[config.mk]
export PLATFORM = sky130hd
export DESIGN_NAME = adc_scan_interrupt_status
export DESIGN_NICKNAME = d
export VERILOG_FILES = /design/src/adc_scan_pkg.sv /design/src/adc_scan_interrupt_status.sv
export SDC_FILE = /design/constraint.sdc
export NUM_CORES = 1
export LEC_CHECK = 0
export BUFFER_PORTS_ARGS = -buffer_cell sky130_fd_sc_hd__buf_2
export CORE_MARGIN = 5
export CORE_UTILIZATION = 24
export CTS_CLUSTER_DIAMETER = 150
export DETAILED_ROUTE_END_ITERATION = 16
export PLACE_DENSITY = 0.42
export SLEW_MARGIN = 5
export SYNTH_ARGS = -nofsm -noshare
export SYNTH_HDL_FRONTEND = slang
export SYNTH_SLANG_ARGS = --single-unit
[constraint.sdc]
create_clock -name sys_clk -period 2.3 [get_ports sys_clk]
set_input_delay 0.345 -clock sys_clk [delete_from_list [all_inputs] [get_ports sys_clk]]
set_output_delay 0.345 -clock sys_clk [all_outputs]
set_load 0.02 [all_outputs]
[src/adc_scan_pkg.sv]
package adc_scan_pkg;
  // Register offsets (byte offsets within the control region)
  localparam logic [3:0] OFS_IRQ_FIFO   = 4'h0;
  localparam logic [3:0] OFS_SCAN_CFG   = 4'h2;
  localparam logic [3:0] OFS_ADC_STATUS = 4'h2;

  // Interrupt/FIFO register write fields
  localparam int IRQ_SRC_LO       = 0;
  localparam int GEN_IRQ_ENABLE   = 2;
  localparam int ACQ_IRQ_ENABLE   = 4;
  localparam int ACQ_CLEAR        = 6;
  localparam int GEN_CLEAR        = 7;
  localparam int OVF_CLEAR        = 13;

  // Interrupt/FIFO register read fields
  localparam int ACQ_STATUS       = 6;
  localparam int GEN_STATUS       = 7;
  localparam int BURST_STATUS     = 9;
  localparam int HALF_STATUS      = 10;
  localparam int NONEMPTY_LATCHED = 11;
  localparam int NONEMPTY_LIVE    = 12;
  localparam int OVF_STATUS       = 13;

  // Scan/config register fields
  localparam int START_CH_LO      = 0;
  localparam int STOP_CH_LO       = 4;
  localparam int GAIN_LO          = 8;
  localparam int SINGLE_ENDED     = 10;
  localparam int UNIPOLAR         = 11;
  localparam int PACER_LO         = 12;

  // FIFO half-full threshold and reset values
  localparam logic [9:0]  HALF_THRESHOLD = 10'h0ff;
  localparam logic [15:0] SCAN_CFG_RESET = 16'h0000;
  localparam logic [1:0]  IRQ_SRC_RESET  = 2'h0;

  typedef enum logic [1:0] {
    SRC_NONE,
    SRC_SCAN_END,
    SRC_FIFO_HALF,
    SRC_FIFO_NONEMPTY
  } irq_src_e;

  typedef enum logic [1:0] {
    PACE_SOFTWARE,
    PACE_COUNTER,
    PACE_EXT_FALL,
    PACE_EXT_RISE
  } pacer_src_e;

  typedef enum logic [1:0] {
    GAIN_X1,
    GAIN_X2,
    GAIN_X4,
    GAIN_X8
  } gain_e;
endpackage : adc_scan_pkg

[src/adc_scan_interrupt_status.sv]
`timescale 1ns/1ps
// Summary of operation
// Control region takes 16-bit word reads and writes for control and status.
// Source select 01 scan end, 10 half full, 11 not empty, 00 none.
// Acquisition-done enable gates the FIFO acquisition-complete interrupt.
// Clear bits act on one; zeros leave latches; no write-back needed.
// Acquisition-done latch sets on event, holds until cleared.
// General status latches selected event, zero until it happens.
// Burst-done latch sets at burst end, meaningful only in burst mode.
// Half-full latch sets once FIFO holds more than 255 words.
// Not-empty latch sets on FIFO entry; zero when emptied or busy.
// Live not-empty bit shows at least one word waiting.
// Overflow latch sets on write into full FIFO until cleared.
// Scan write loads start channel; advance per conversion, wrap after stop.
// Start channel bits 3..0, stop channel bits 7..4, 4-bit binary.
// Gain code 00..11 selects gain 1, 2, 4, 8.
// Single-ended bit one gives 16 channels, zero gives 8 differential.
// Unipolar bit one selects unipolar, zero bipolar range.
// Pacer field: software, counter, external falling, external rising.
// Host starts software conversions by word write to data region start.
// General enable gates selected source onto interrupt request.
// Clear bits reset general, acquisition and overflow latches.
// Interrupt register reads status only; reads clear nothing.
module adc_scan_interrupt_status #(
  parameter int FIFO_COUNT_W = 10
) (
  input  wire logic                    sys_clk,
  input  wire logic                    rst_n,
  input  wire logic                    reg_wr,
  input  wire logic                    reg_rd,
  input  wire logic [3:0]              reg_addr,
  input  wire logic [15:0]             reg_wdata,
  output logic      [15:0]             reg_rdata,
  input  wire logic                    sw_convert_wr,
  input  wire logic                    conv_done,
  input  wire logic                    conv_busy,
  input  wire logic                    fifo_write,
  input  wire logic                    fifo_full,
  input  wire logic [FIFO_COUNT_W-1:0] fifo_count,
  input  wire logic                    acquisition_done,
  input  wire logic                    burst_done,
  input  wire logic                    burst_enable,
  output logic      [3:0]              mux_channel,
  output logic      [1:0]              gain_sel,
  output logic                         single_ended_sel,
  output logic                         unipolar_sel,
  output logic      [1:0]              pacer_source_sel,
  output logic                         sw_convert,
  output logic                         irq
);

  logic [1:0]  irq_src;
  logic        gen_irq_en;
  logic        acq_done_irq_enable;
  logic        acq_done_status;
  logic        general_status;
  logic        burst_done_status;
  logic        fifo_half_latched;
  logic        fifo_nonempty_latched;
  logic        fifo_overflow_latched;
  logic [3:0]  scan_start_channel;
  logic [3:0]  scan_stop_channel;
  logic        wr_irq;
  logic        wr_scan;
  logic        fifo_nonempty_live;
  logic        fifo_half_now;
  logic        scan_end;
  logic        sel_event;
  logic        acq_done_clear;
  logic        general_irq_clear;
  logic        fifo_overflow_clear;
  logic [15:0] next_rdata;

  assign wr_irq  = reg_wr && (reg_addr == adc_scan_pkg::OFS_IRQ_FIFO);
  assign wr_scan = reg_wr && (reg_addr == adc_scan_pkg::OFS_SCAN_CFG);
  assign acq_done_clear      = wr_irq && reg_wdata[adc_scan_pkg::ACQ_CLEAR];
  assign general_irq_clear   = wr_irq && reg_wdata[adc_scan_pkg::GEN_CLEAR];
  assign fifo_overflow_clear = wr_irq && reg_wdata[adc_scan_pkg::OVF_CLEAR];
  assign fifo_nonempty_live  = (fifo_count != '0);
  assign fifo_half_now = fifo_count > FIFO_COUNT_W'(adc_scan_pkg::HALF_THRESHOLD);
  assign scan_end = conv_done && (mux_channel == scan_stop_channel);

  always_comb begin
    case (adc_scan_pkg::irq_src_e'(irq_src))
      adc_scan_pkg::SRC_SCAN_END:      sel_event = scan_end;
      adc_scan_pkg::SRC_FIFO_HALF:     sel_event = fifo_half_now;
      adc_scan_pkg::SRC_FIFO_NONEMPTY: sel_event = fifo_nonempty_live;
      default:                         sel_event = 1'b0;
    endcase
  end

  // Control bits of the interrupt register
  always_ff @(posedge sys_clk or negedge rst_n) begin
    if (!rst_n) begin
      irq_src             <= adc_scan_pkg::IRQ_SRC_RESET;
      gen_irq_en          <= 1'b0;
      acq_done_irq_enable <= 1'b0;
    end else if (wr_irq) begin
      irq_src             <= reg_wdata[adc_scan_pkg::IRQ_SRC_LO +: 2];
      gen_irq_en          <= reg_wdata[adc_scan_pkg::GEN_IRQ_ENABLE];
      acq_done_irq_enable <= reg_wdata[adc_scan_pkg::ACQ_IRQ_ENABLE];
    end
  end

  // Sticky latches: set wins over clear
  always_ff @(posedge sys_clk or negedge rst_n) begin
    if (!rst_n) begin
      acq_done_status       <= 1'b0;
      general_status        <= 1'b0;
      fifo_overflow_latched <= 1'b0;
    end else begin
      if (acquisition_done)
        acq_done_status <= 1'b1;
      else if (acq_done_clear)
        acq_done_status <= 1'b0;
      if (sel_event)
        general_status <= 1'b1;
      else if (general_irq_clear)
        general_status <= 1'b0;
      if (fifo_write && fifo_full)
        fifo_overflow_latched <= 1'b1;
      else if (fifo_overflow_clear)
        fifo_overflow_latched <= 1'b0;
    end
  end

  // FIFO related latches
  always_ff @(posedge sys_clk or negedge rst_n) begin
    if (!rst_n) begin
      burst_done_status     <= 1'b0;
      fifo_half_latched     <= 1'b0;
      fifo_nonempty_latched <= 1'b0;
    end else begin
      if (burst_enable && burst_done)
        burst_done_status <= 1'b1;
      else if (general_irq_clear)
        burst_done_status <= 1'b0;
      if (fifo_half_now)
        fifo_half_latched <= 1'b1;
      else if (general_irq_clear || !fifo_nonempty_live)
        fifo_half_latched <= 1'b0;
      if (fifo_write && !fifo_full)
        fifo_nonempty_latched <= 1'b1;
      else if (!fifo_nonempty_live || conv_busy)
        fifo_nonempty_latched <= 1'b0;
    end
  end

  // Scan configuration register
  always_ff @(posedge sys_clk or negedge rst_n) begin
    if (!rst_n) begin
      scan_start_channel <= adc_scan_pkg::SCAN_CFG_RESET[3:0];
      scan_stop_channel  <= adc_scan_pkg::SCAN_CFG_RESET[7:4];
      gain_sel           <= adc_scan_pkg::SCAN_CFG_RESET[9:8];
      single_ended_sel   <= adc_scan_pkg::SCAN_CFG_RESET[10];
      unipolar_sel       <= adc_scan_pkg::SCAN_CFG_RESET[11];
      pacer_source_sel   <= adc_scan_pkg::SCAN_CFG_RESET[13:12];
    end else if (wr_scan) begin
      scan_start_channel <= reg_wdata[adc_scan_pkg::START_CH_LO +: 4];
      scan_stop_channel  <= reg_wdata[adc_scan_pkg::STOP_CH_LO +: 4];
      gain_sel           <= reg_wdata[adc_scan_pkg::GAIN_LO +: 2];
      single_ended_sel   <= reg_wdata[adc_scan_pkg::SINGLE_ENDED];
      unipolar_sel       <= reg_wdata[adc_scan_pkg::UNIPOLAR];
      pacer_source_sel   <= reg_wdata[adc_scan_pkg::PACER_LO +: 2];
    end
  end

  // Multiplexer sequencing
  always_ff @(posedge sys_clk or negedge rst_n) begin
    if (!rst_n)
      mux_channel <= 4'h0;
    else if (wr_scan)
      mux_channel <= reg_wdata[adc_scan_pkg::START_CH_LO +: 4];
    else if (conv_done) begin
      if (mux_channel == scan_stop_channel)
        mux_channel <= scan_start_channel;
      else
        mux_channel <= mux_channel + 4'h1;
    end
  end

  // Software conversion start pulse
  always_ff @(posedge sys_clk or negedge rst_n) begin
    if (!rst_n)
      sw_convert <= 1'b0;
    else
      sw_convert <= sw_convert_wr &&
                    (pacer_source_sel == adc_scan_pkg::PACE_SOFTWARE);
  end

  always_ff @(posedge sys_clk or negedge rst_n) begin
    if (!rst_n)
      irq <= 1'b0;
    else
      irq <= (gen_irq_en && general_status) ||
             (acq_done_irq_enable && acq_done_status);
  end

  always_comb begin
    next_rdata = 16'h0000;
    if (reg_addr == adc_scan_pkg::OFS_IRQ_FIFO) begin
      next_rdata[adc_scan_pkg::ACQ_STATUS]       = acq_done_status;
      next_rdata[adc_scan_pkg::GEN_STATUS]       = general_status;
      next_rdata[adc_scan_pkg::BURST_STATUS]     = burst_done_status;
      next_rdata[adc_scan_pkg::HALF_STATUS]      = fifo_half_latched;
      next_rdata[adc_scan_pkg::NONEMPTY_LATCHED] = fifo_nonempty_latched;
      next_rdata[adc_scan_pkg::NONEMPTY_LIVE]    = fifo_nonempty_live;
      next_rdata[adc_scan_pkg::OVF_STATUS]       = fifo_overflow_latched;
    end else if (reg_addr == adc_scan_pkg::OFS_ADC_STATUS) begin
      next_rdata[14] = !conv_busy;
    end
  end

  always_ff @(posedge sys_clk or negedge rst_n) begin
    if (!rst_n)
      reg_rdata <= 16'h0000;
    else if (reg_rd)
      reg_rdata <= next_rdata;
  end

  property p_overflow_set;
    @(posedge sys_clk) disable iff (!rst_n)
      (fifo_write && fifo_full) |=> fifo_overflow_latched;
  endproperty
  a_overflow_set: assert property (p_overflow_set) else $error("overflow not latched");

  property p_overflow_hold;
    @(posedge sys_clk) disable iff (!rst_n)
      (fifo_overflow_latched && !fifo_overflow_clear) |=> fifo_overflow_latched;
  endproperty
  a_overflow_hold: assert property (p_overflow_hold) else $error("overflow lost");

  property p_acq_set;
    @(posedge sys_clk) disable iff (!rst_n)
      acquisition_done |=> acq_done_status;
  endproperty
  a_acq_set: assert property (p_acq_set) else $error("acq done not latched");

  property p_acq_clear;
    @(posedge sys_clk) disable iff (!rst_n)
      (acq_done_clear && !acquisition_done) |=> !acq_done_status;
  endproperty
  a_acq_clear: assert property (p_acq_clear) else $error("acq clear failed");

  property p_general_set;
    @(posedge sys_clk) disable iff (!rst_n)
      sel_event |=> general_status;
  endproperty
  a_general_set: assert property (p_general_set) else $error("general not latched");

  property p_irq_gate;
    @(posedge sys_clk) disable iff (!rst_n)
      (!gen_irq_en && !acq_done_irq_enable) |=> !irq;
  endproperty
  a_irq_gate: assert property (p_irq_gate) else $error("irq not gated");

  property p_half;
    @(posedge sys_clk) disable iff (!rst_n)
      (fifo_count > FIFO_COUNT_W'(adc_scan_pkg::HALF_THRESHOLD)) |=> fifo_half_latched;
  endproperty
  a_half: assert property (p_half) else $error("half full missed");

  property p_scan_load;
    @(posedge sys_clk) disable iff (!rst_n)
      wr_scan |=> (mux_channel == $past(reg_wdata[3:0]));
  endproperty
  a_scan_load: assert property (p_scan_load) else $error("start channel not loaded");

  property p_scan_wrap;
    @(posedge sys_clk) disable iff (!rst_n)
      (conv_done && !wr_scan && mux_channel == scan_stop_channel)
        |=> (mux_channel == $past(scan_start_channel));
  endproperty
  a_scan_wrap: assert property (p_scan_wrap) else $error("scan wrap wrong");

  property p_scan_step;
    @(posedge sys_clk) disable iff (!rst_n)
      (conv_done && !wr_scan && mux_channel != scan_stop_channel)
        |=> (mux_channel == $past(mux_channel) + 4'h1);
  endproperty
  a_scan_step: assert property (p_scan_step) else $error("scan step wrong");

  property p_overflow_clear;
    @(posedge sys_clk) disable iff (!rst_n)
      (fifo_overflow_clear && !(fifo_write && fifo_full)) |=> !fifo_overflow_latched;
  endproperty
  a_overflow_clear: assert property (p_overflow_clear) else $error("overflow clear failed");

  property p_general_clear;
    @(posedge sys_clk) disable iff (!rst_n)
      (general_irq_clear && !sel_event) |=> !general_status;
  endproperty
  a_general_clear: assert property (p_general_clear) else $error("general clear failed");

  property p_general_hold;
    @(posedge sys_clk) disable iff (!rst_n)
      (general_status && !general_irq_clear) |=> general_status;
  endproperty
  a_general_hold: assert property (p_general_hold) else $error("general lost");

  property p_acq_hold;
    @(posedge sys_clk) disable iff (!rst_n)
      (acq_done_status && !acq_done_clear) |=> acq_done_status;
  endproperty
  a_acq_hold: assert property (p_acq_hold) else $error("acq done lost");

  property p_burst_set;
    @(posedge sys_clk) disable iff (!rst_n)
      (burst_enable && burst_done) |=> burst_done_status;
  endproperty
  a_burst_set: assert property (p_burst_set) else $error("burst done not latched");

  property p_nonempty_set;
    @(posedge sys_clk) disable iff (!rst_n)
      (fifo_write && !fifo_full) |=> fifo_nonempty_latched;
  endproperty
  a_nonempty_set: assert property (p_nonempty_set) else $error("nonempty not latched");

  property p_nonempty_drop;
    @(posedge sys_clk) disable iff (!rst_n)
      (!fifo_nonempty_live && !fifo_write) |=> !fifo_nonempty_latched;
  endproperty
  a_nonempty_drop: assert property (p_nonempty_drop) else $error("nonempty not dropped");

  property p_gain_load;
    @(posedge sys_clk) disable iff (!rst_n)
      wr_scan |=> (gain_sel == $past(reg_wdata[adc_scan_pkg::GAIN_LO +: 2]));
  endproperty
  a_gain_load: assert property (p_gain_load) else $error("gain not loaded");

  property p_sw_convert;
    @(posedge sys_clk) disable iff (!rst_n)
      (sw_convert_wr && pacer_source_sel == adc_scan_pkg::PACE_SOFTWARE) |=> sw_convert;
  endproperty
  a_sw_convert: assert property (p_sw_convert) else $error("soft start missed");

  property p_sw_gate;
    @(posedge sys_clk) disable iff (!rst_n)
      (pacer_source_sel != adc_scan_pkg::PACE_SOFTWARE) |=> !sw_convert;
  endproperty
  a_sw_gate: assert property (p_sw_gate) else $error("soft start not gated");

  property p_acq_irq;
    @(posedge sys_clk) disable iff (!rst_n)
      (acq_done_irq_enable && acq_done_status) |=> irq;
  endproperty
  a_acq_irq: assert property (p_acq_irq) else $error("acq irq missing");

  property p_read_zero;
    @(posedge sys_clk) disable iff (!rst_n)
      (reg_rd && reg_addr == adc_scan_pkg::OFS_IRQ_FIFO)
        |=> (reg_rdata[5:0] == 6'h00 && !reg_rdata[8] && reg_rdata[15:14] == 2'h0);
  endproperty
  a_read_zero: assert property (p_read_zero) else $error("unused bits not zero");

  c_overflow: cover property (@(posedge sys_clk) disable iff (!rst_n)
    fifo_overflow_latched ##1 fifo_overflow_clear ##1 !fifo_overflow_latched);
  c_wrap: cover property (@(posedge sys_clk) disable iff (!rst_n) scan_end);
  c_irq: cover property (@(posedge sys_clk) disable iff (!rst_n) $rose(irq));
  c_acq: cover property (@(posedge sys_clk) disable iff (!rst_n) $rose(acq_done_status));
  c_swconv: cover property (@(posedge sys_clk) disable iff (!rst_n) sw_convert);

endmodule : adc_scan_interrupt_status

==> impl_metrics.csv, run 1 <==
group,metric,value,unit
worst_setup_path,setup.worst_path.end,"mux_channel[0]$_DFFE_PN0P_",
detailed_routing,ant_nets,0,
worst_hold_path,hp-class,"in -> reg",
cts,cts_root_buf,"clkbuf_8",
logic_synthesis,ys_ff_latch,38,
sta,min_period,1539,ps
sta,hold_viol,0,
power,p_per_area,921.8,mW/mm2
floorplan,die_area,0.009182,mm2
cts,clock_sinks,38,
worst_setup_path,critPathArrivalTime,1770,ps
cts,cts_buffer_depth,2,
worst_setup_path,path_class,"reg -> reg",
sta,period_share,66.92,%
layout,antenna_cells,0,
grt,grt_pass1_vias,1405,
detailed_routing,drt_iter0_drc,67,
cts,post-cts-setup-buffer-count,0,
logic_synthesis,synth_edf_count,0,
worst_setup_path,worst_setup_path_start_kind,"register",
sta,fin_hold_ws,231.7,ps
logic_synthesis,synth_area_leader_cell,"dfrtp_1",
logic_synthesis,synth-xor-area-share,2.972,%
logic_synthesis,synth_top_family_by_area,"simple AND/OR/NAND/NOR gates",
sta,finalSetupViolCount,0,
worst_setup_path,cp_slowest_stage_delay,430,ps
layout,nets,281,
cts,tritoncts,"built",
detailed_routing,route.top_layer_used,"met4",
sta,skew,6.146,ps
placed_design,gp_congestion,0.7363,
detailed_routing,wl_met1,2056,um
detailed_routing,viasPerCell,4.160,
cts,cts_buffers,5,
sta,slew_violations,0,
logic_synthesis,synth-async-reset-ratio,100.0,%
floorplan,die_x,95.83,um
detailed_routing,routed_wirelength,4610,um
floorplan,die_y,95.83,um
worst_setup_path,rr_endpoint,"mux_channel[0]$_DFFE_PN0P_",
logic_synthesis,ys_types,37,
sta,setup-tns-final,0,ps
logic_synthesis,synthCells,173,
cts,clk_pin_slew,80,ps
logic_synthesis,yosys_most_used_dff,"dfrtp_1",
worst_setup_path,crit_path_start,"mux_channel[3]$_DFFE_PN0P_",
logic_synthesis,avgSynthCellArea,10.22,um2
placed_design,hpwl,3436,um
floorplan,start_util,24.51,%
worst_setup_path,rrSetupSlack,760,ps
logic_synthesis,muxShareOfSynthArea,4.883,%
flow_run,maxCapViolCount,0,
sta,max_freq,649.7,MHz
cts,htree_levels,2,
detailed_routing,routedWlPerCell,13.64,um
placed_design,dp.cells,329,
power,max-vdd-ir-drop,0.0002637,V
placed_design,io_buffer_count,59,
floorplan,fp-row-count,31,
run_status,status,"finished, final reports clean",
worst_setup_path,required,2530,ps
detailed_routing,dr_wl_met3,364,um
worst_setup_path,critPathSlowestCell,"dfrtp_1",
grt,grt_usage,10.69,%
logic_synthesis,ys_seq_area_share,53.79,%
sta,rsz0062_at_grt,"false",
layout,fin_cells,338,
grt,grt-ovfl-total,0,
logic_synthesis,synth-simple-area-share,19.67,%
detailed_routing,wl_met2,2125,um
worst_setup_path,cp_max_fo,6,
cts,clk_latency,290,ps
grt,grt_pass1_wl,7258,um
grt,grt_antenna_before_repair,0,
worst_setup_path,path_delay_family,"simple AND/OR/NAND/NOR gates",
worst_setup_path,cp.depth,4,
logic_synthesis,synthAdderAreaFrac,0.7077,%
grt,grt_max_degree,17,
detailed_routing,drc,0,
layout,n_fill_cell,788,
logic_synthesis,synth_top_cells_by_count,"49 x nand2_1, 38 x dfrtp_1, 12 x inv_1, 9 x buf_4, 8 x o21ai_0",
detailed_routing,vias,1406,
worst_setup_path,path_cells,"xnor2_1 > nand4_2 > or3_1 > nand3_1",
detailed_routing,dr.pass1.iters,4,
floorplan,ios,70,
worst_setup_path,cp-end-kind,"register",
worst_setup_path,r2r_start,"mux_channel[3]$_DFFE_PN0P_",
logic_synthesis,synth_top_area_share,53.79,%
worst_setup_path,reg2reg_depth,4,
layout,area_growth_syn_to_layout,29.87,%
floorplan,core,0.007214,mm2
logic_synthesis,synth.most_common_cell,"nand2_1",
logic_synthesis,netlist_area,0.001768,mm2
logic_synthesis,yosysWarnings,0,
worst_setup_path,crit_buf_inv,0,
logic_synthesis,synth_compound_area_share,9.413,%
logic_synthesis,synth_area_leaders,"dfrtp_1 54%, nand2_1 10%, buf_4 3.8%",
power,p_leak,1.157,nW
layout,drive_above_1_share,31.38,%
cts,cts_resized,0,
where the power goes:
part	total (W)	switching [W]	internal, W
sequential	0.000892	0.000107	0.000785
combinational	0.000527	0.000291	0.000236
clock	0.000697	0.000262	0.000435
total	0.00212	0.000660	0.00146
worst min-delay path by stage:
| stage | depth (start not counted) | endpoint | start |
|---|---|---|---|
| global placement | 1 | reg_rdata[11]$_DFFE_PN0P_ | rst_n |
| detailed placement | 1 | reg_rdata[11]$_DFFE_PN0P_ | rst_n |
| global route | 3 | gain_sel[0]$_DFFE_PN0P_ | reg_wdata[8] |
| floorplan | 0 | acq_done_irq_enable$_DFFE_PN0P_ | rst_n |
| finish | 2 | acq_done_status$_DFFE_PN0P_ | acquisition_done |
| CTS | 2 | acq_done_status$_DFFE_PN0P_ | acquisition_done |
repair_timing:
| item | 4_1_cts | 5_1_grt |
|---|---|---|
| endpoints found under the setup margin | 0 | 0 |
| endpoints found under the hold margin | 11 | 0 |
| hold buffers | 1 | 0 |
kinds of logic after synthesis:
group                    after synthesis
AND/OR/NAND/NOR                       70
AO/OA/AOI/OAI                         23
buffers and inverters                 26
adder cells (fa/ha/maj)                1
XOR/XNOR                               6
flip-flops                            38
multiplexers                           8
other                                  1
placed cells by master, fill, tap and decap left out, types with 2 or more instances in the layout:
cell type	count
a22o_1	3
buf_2	59
buf_4	5
bufinv_16	2
clkbuf_8	5
conb_1	8
dfrtp_1	38
inv_1	12
mux2_1	5
mux2i_1	3
nand2_1	49
nand2b_1	3
nand3_1	2
nand3b_1	3
nand4b_1	2
nor3_1	2
nor4_1	2
o21ai_0	8
o221ai_1	3
o22ai_1	2
xnor2_1	4
xor2_1	2
per-stage QoR:
stage | total power [W] | worst slack, ps | utilization [%] | instance area [um2]
global route | 0.002262 | 618.2 | 31.82 | 2296
finish | 0.002116 | 760.7 | 31.82 | 2296
CTS | 0.002157 | 719.0 | 31.82 | 2296
detailed placement | 0.001446 | 566.5 | 29.78 | 2148
global placement | 0.001439 | 573.7 | 29.78 | 2148
floorplan | 0.001252 | 891.0 | - | 1794
area by class of cell:
type / instances / area, um2 / area share, %
Clock buffer: 5 / 68.82 / 2.997
Clock inverter: 3 / 68.82 / 2.997
Inverter: 12 / 45.04 / 1.962
Multi-Input combinational cell: 116 / 695.7 / 30.30
Sequential cell: 38 / 950.9 / 41.42
Tap cell: 99 / 123.9 / 5.395
Timing Repair Buffer: 65 / 342.8 / 14.93
registers in the layout, indices dropped and copies added (netlist names), 2 cells and up:
| signal | cells |
|---|---|
| irq_src | 2 |
| scan_start_channel | 4 |
| pacer_source_sel | 2 |
| mux_channel | 4 |
| scan_stop_channel | 4 |
| gain_sel | 2 |
| reg_rdata | 8 |
per-layer routing:
metal / vias up / global-route usage [%]
met5: - / 0
met2: 50 / 17.37
met3: 6 / 3.206
met1: 660 / 13.38
met4: 0 / 3.910
li1: 690 / -
(Power assumes the default switching activity.)
==> inputs of run 2 (changes only) <==
PLACE_DENSITY = 0.44   (was 0.42)
clock period = 1.25 ns   (was 2.3 ns; I/O delays follow)
==> impl_metrics.csv, run 2 (same netlist as run 1, synthesis figures left out) <==
group,metric,value,unit
run_status,violations,"negative setup slack",
layout,largest_reg_flops,8,
grt,grt-ovfl-total,0,
detailed_routing,drc,0,
cts,clk_pin_slew,80,ps
floorplan,die_area,0.009182,mm2
detailed_routing,vias,1438,
sta,period_share,103.6,%
floorplan,die_x,95.83,um
power,p_per_area,1599,mW/mm2
detailed_routing,dr.pass1.iters,3,
grt,grt_max_degree,39,
sta,layout_setup_ws,-45.32,ps
sta,rsz0062_at_grt,"true",
sta,min_period,1295,ps
placed_design,gp_congestion,0.7006,
floorplan,ios,70,
layout,top_register,"reg_rdata",
detailed_routing,drt_iter0_drc,44,
floorplan,start_util,24.51,%
run_status,status,"complete, but fails checks",
floorplan,core,0.007214,mm2
cts,clock_sinks,38,
power,total_power,0.004008,W
sta,skew,10.61,ps
worst_setup_path,worst_setup_path_start_kind,"register",
worst_hold_path,hp-class,"in -> reg",
worst_setup_path,cp-end-kind,"primary output",
power,p_leak,1.257,nW
flow_run,maxCapViolCount,0,
placed_design,dp_slack,-176.5,ps
worst_setup_path,cp_max_fo,5,
worst_setup_path,path_class,"reg -> out",
detailed_routing,routed_wirelength,4467,um
layout,drive_above_1_share,39.22,%
cts,htree_levels,2,
cts,cts_root_buf,"clkbuf_8",
detailed_routing,viasPerCell,4.062,
sta,slew_violations,0,
worst_setup_path,critPathArrivalTime,1110,ps
layout,area_growth_syn_to_layout,41.83,%
placed_design,io_buffer_count,59,
sta,finalSetupViolCount,4,
grt,grt_pass1_vias,1511,
grt,grt_pass1_wl,7410,um
placed_design,hpwl,3439,um
layout,layout_commonest_cell,"buf_2",
worst_setup_path,required,1060,ps
detailed_routing,ant_nets,0,
layout,final_cell_mix,"57 x buf_2, 49 x nand2_1, 34 x dfrtp_1, 16 x buf_4, 12 x inv_1",
cts,tritoncts,"built",
cts,clk_latency,290,ps
sta,hold_viol,0,
layout,antenna_cells,0,
cts,cts_buffer_depth,2,
grt,grt_usage,10.70,%
layout,nets,297,
power,max-vdd-ir-drop,0.0004327,V
detailed_routing,routedWlPerCell,12.62,um
grt,grt_antenna_before_repair,0,
floorplan,fp-row-count,31,
cts,cts_buffers,5,
sta,max_freq,772.0,MHz
floorplan,die_y,95.83,um
[run 2: final cells by class]
cell class | count | area (um2)
Clock buffer | 8 | 110.1
Multi-Input combinational cell | 116 | 752.0
Inverter | 12 | 45.04
Tap cell | 99 | 123.9
Fill cell | 789 | 4707
Sequential cell | 38 | 955.9
Timing Repair Buffer | 81 | 520.5
[run 2: worst max-delay path: stages, from the launching register on]
cell and delay [ps]:
dfrtp_2 440, buf_4 140, buf_6 110, buf_6 120
[run 2: timing repair]
item | 4_1_cts | 5_1_grt
gates resized for setup | 4 | 5
pin swaps | 2 | 3
buffers inserted | 0 | 3
hold buffers | 1 | 0
endpoints found under the setup margin | 6 | 6
hold endpoints to repair | 38 | 0
[run 2: final timing paths]
path                                                  from                                to  slack, ps  depth (start not counted)
min reg2reg                pacer_source_sel[1]$_DFFE_PN0P_              sw_convert$_DFF_PN0_        470                          1
max reg2reg                     mux_channel[0]$_DFFE_PN0P_        mux_channel[2]$_DFFE_PN0P_        -40                          5
min                                           reg_wdata[5]  scan_stop_channel[1]$_DFFE_PN0P_         80                          3
max                             mux_channel[0]$_DFFE_PN0P_                    mux_channel[0]        -50                          3
max in group asynchronous                            rst_n        mux_channel[3]$_DFFE_PN0P_        650                          3
min in group asynchronous                            rst_n   acq_done_irq_enable$_DFFE_PN0P_        400                          3
[run 2: power breakdown]
part / switching, W / internal [W]
Sequential: 0.000180 / 0.00146
Clock: 0.000430 / 0.000557
Combinational: 0.000655 / 0.000728
Total: 0.00126 / 0.00274
[run 2: per-stage QoR]
step / hold WS [ps] / instances / util [%] / setup TNS (ps) / cell area, um2
2_1_floorplan: -108.1 / 180 / - / -42.22 / 1829
6_report: 80.50 / 354 / 34.76 / -130.8 / 2507
4_1_cts: 70.40 / 351 / 34.06 / -117.9 / 2457
5_1_grt: 71.74 / 354 / 34.76 / -628.2 / 2507
3_5_place_dp: 179.5 / 342 / 32.14 / -3283 / 2318
3_3_place_gp: 177.0 / 342 / 32.14 / -2987 / 2318
[run 2: metal layers]
metal / track usage [%] / vias up / share of wire (%)
met2: 16.91 / 38 / 46
li1: - / 723 / -
met5: 0 / - / 0
met3: 3.440 / 5 / 6.8
met4: 3.910 / 0 / 1.6
met1: 13.65 / 672 / 46
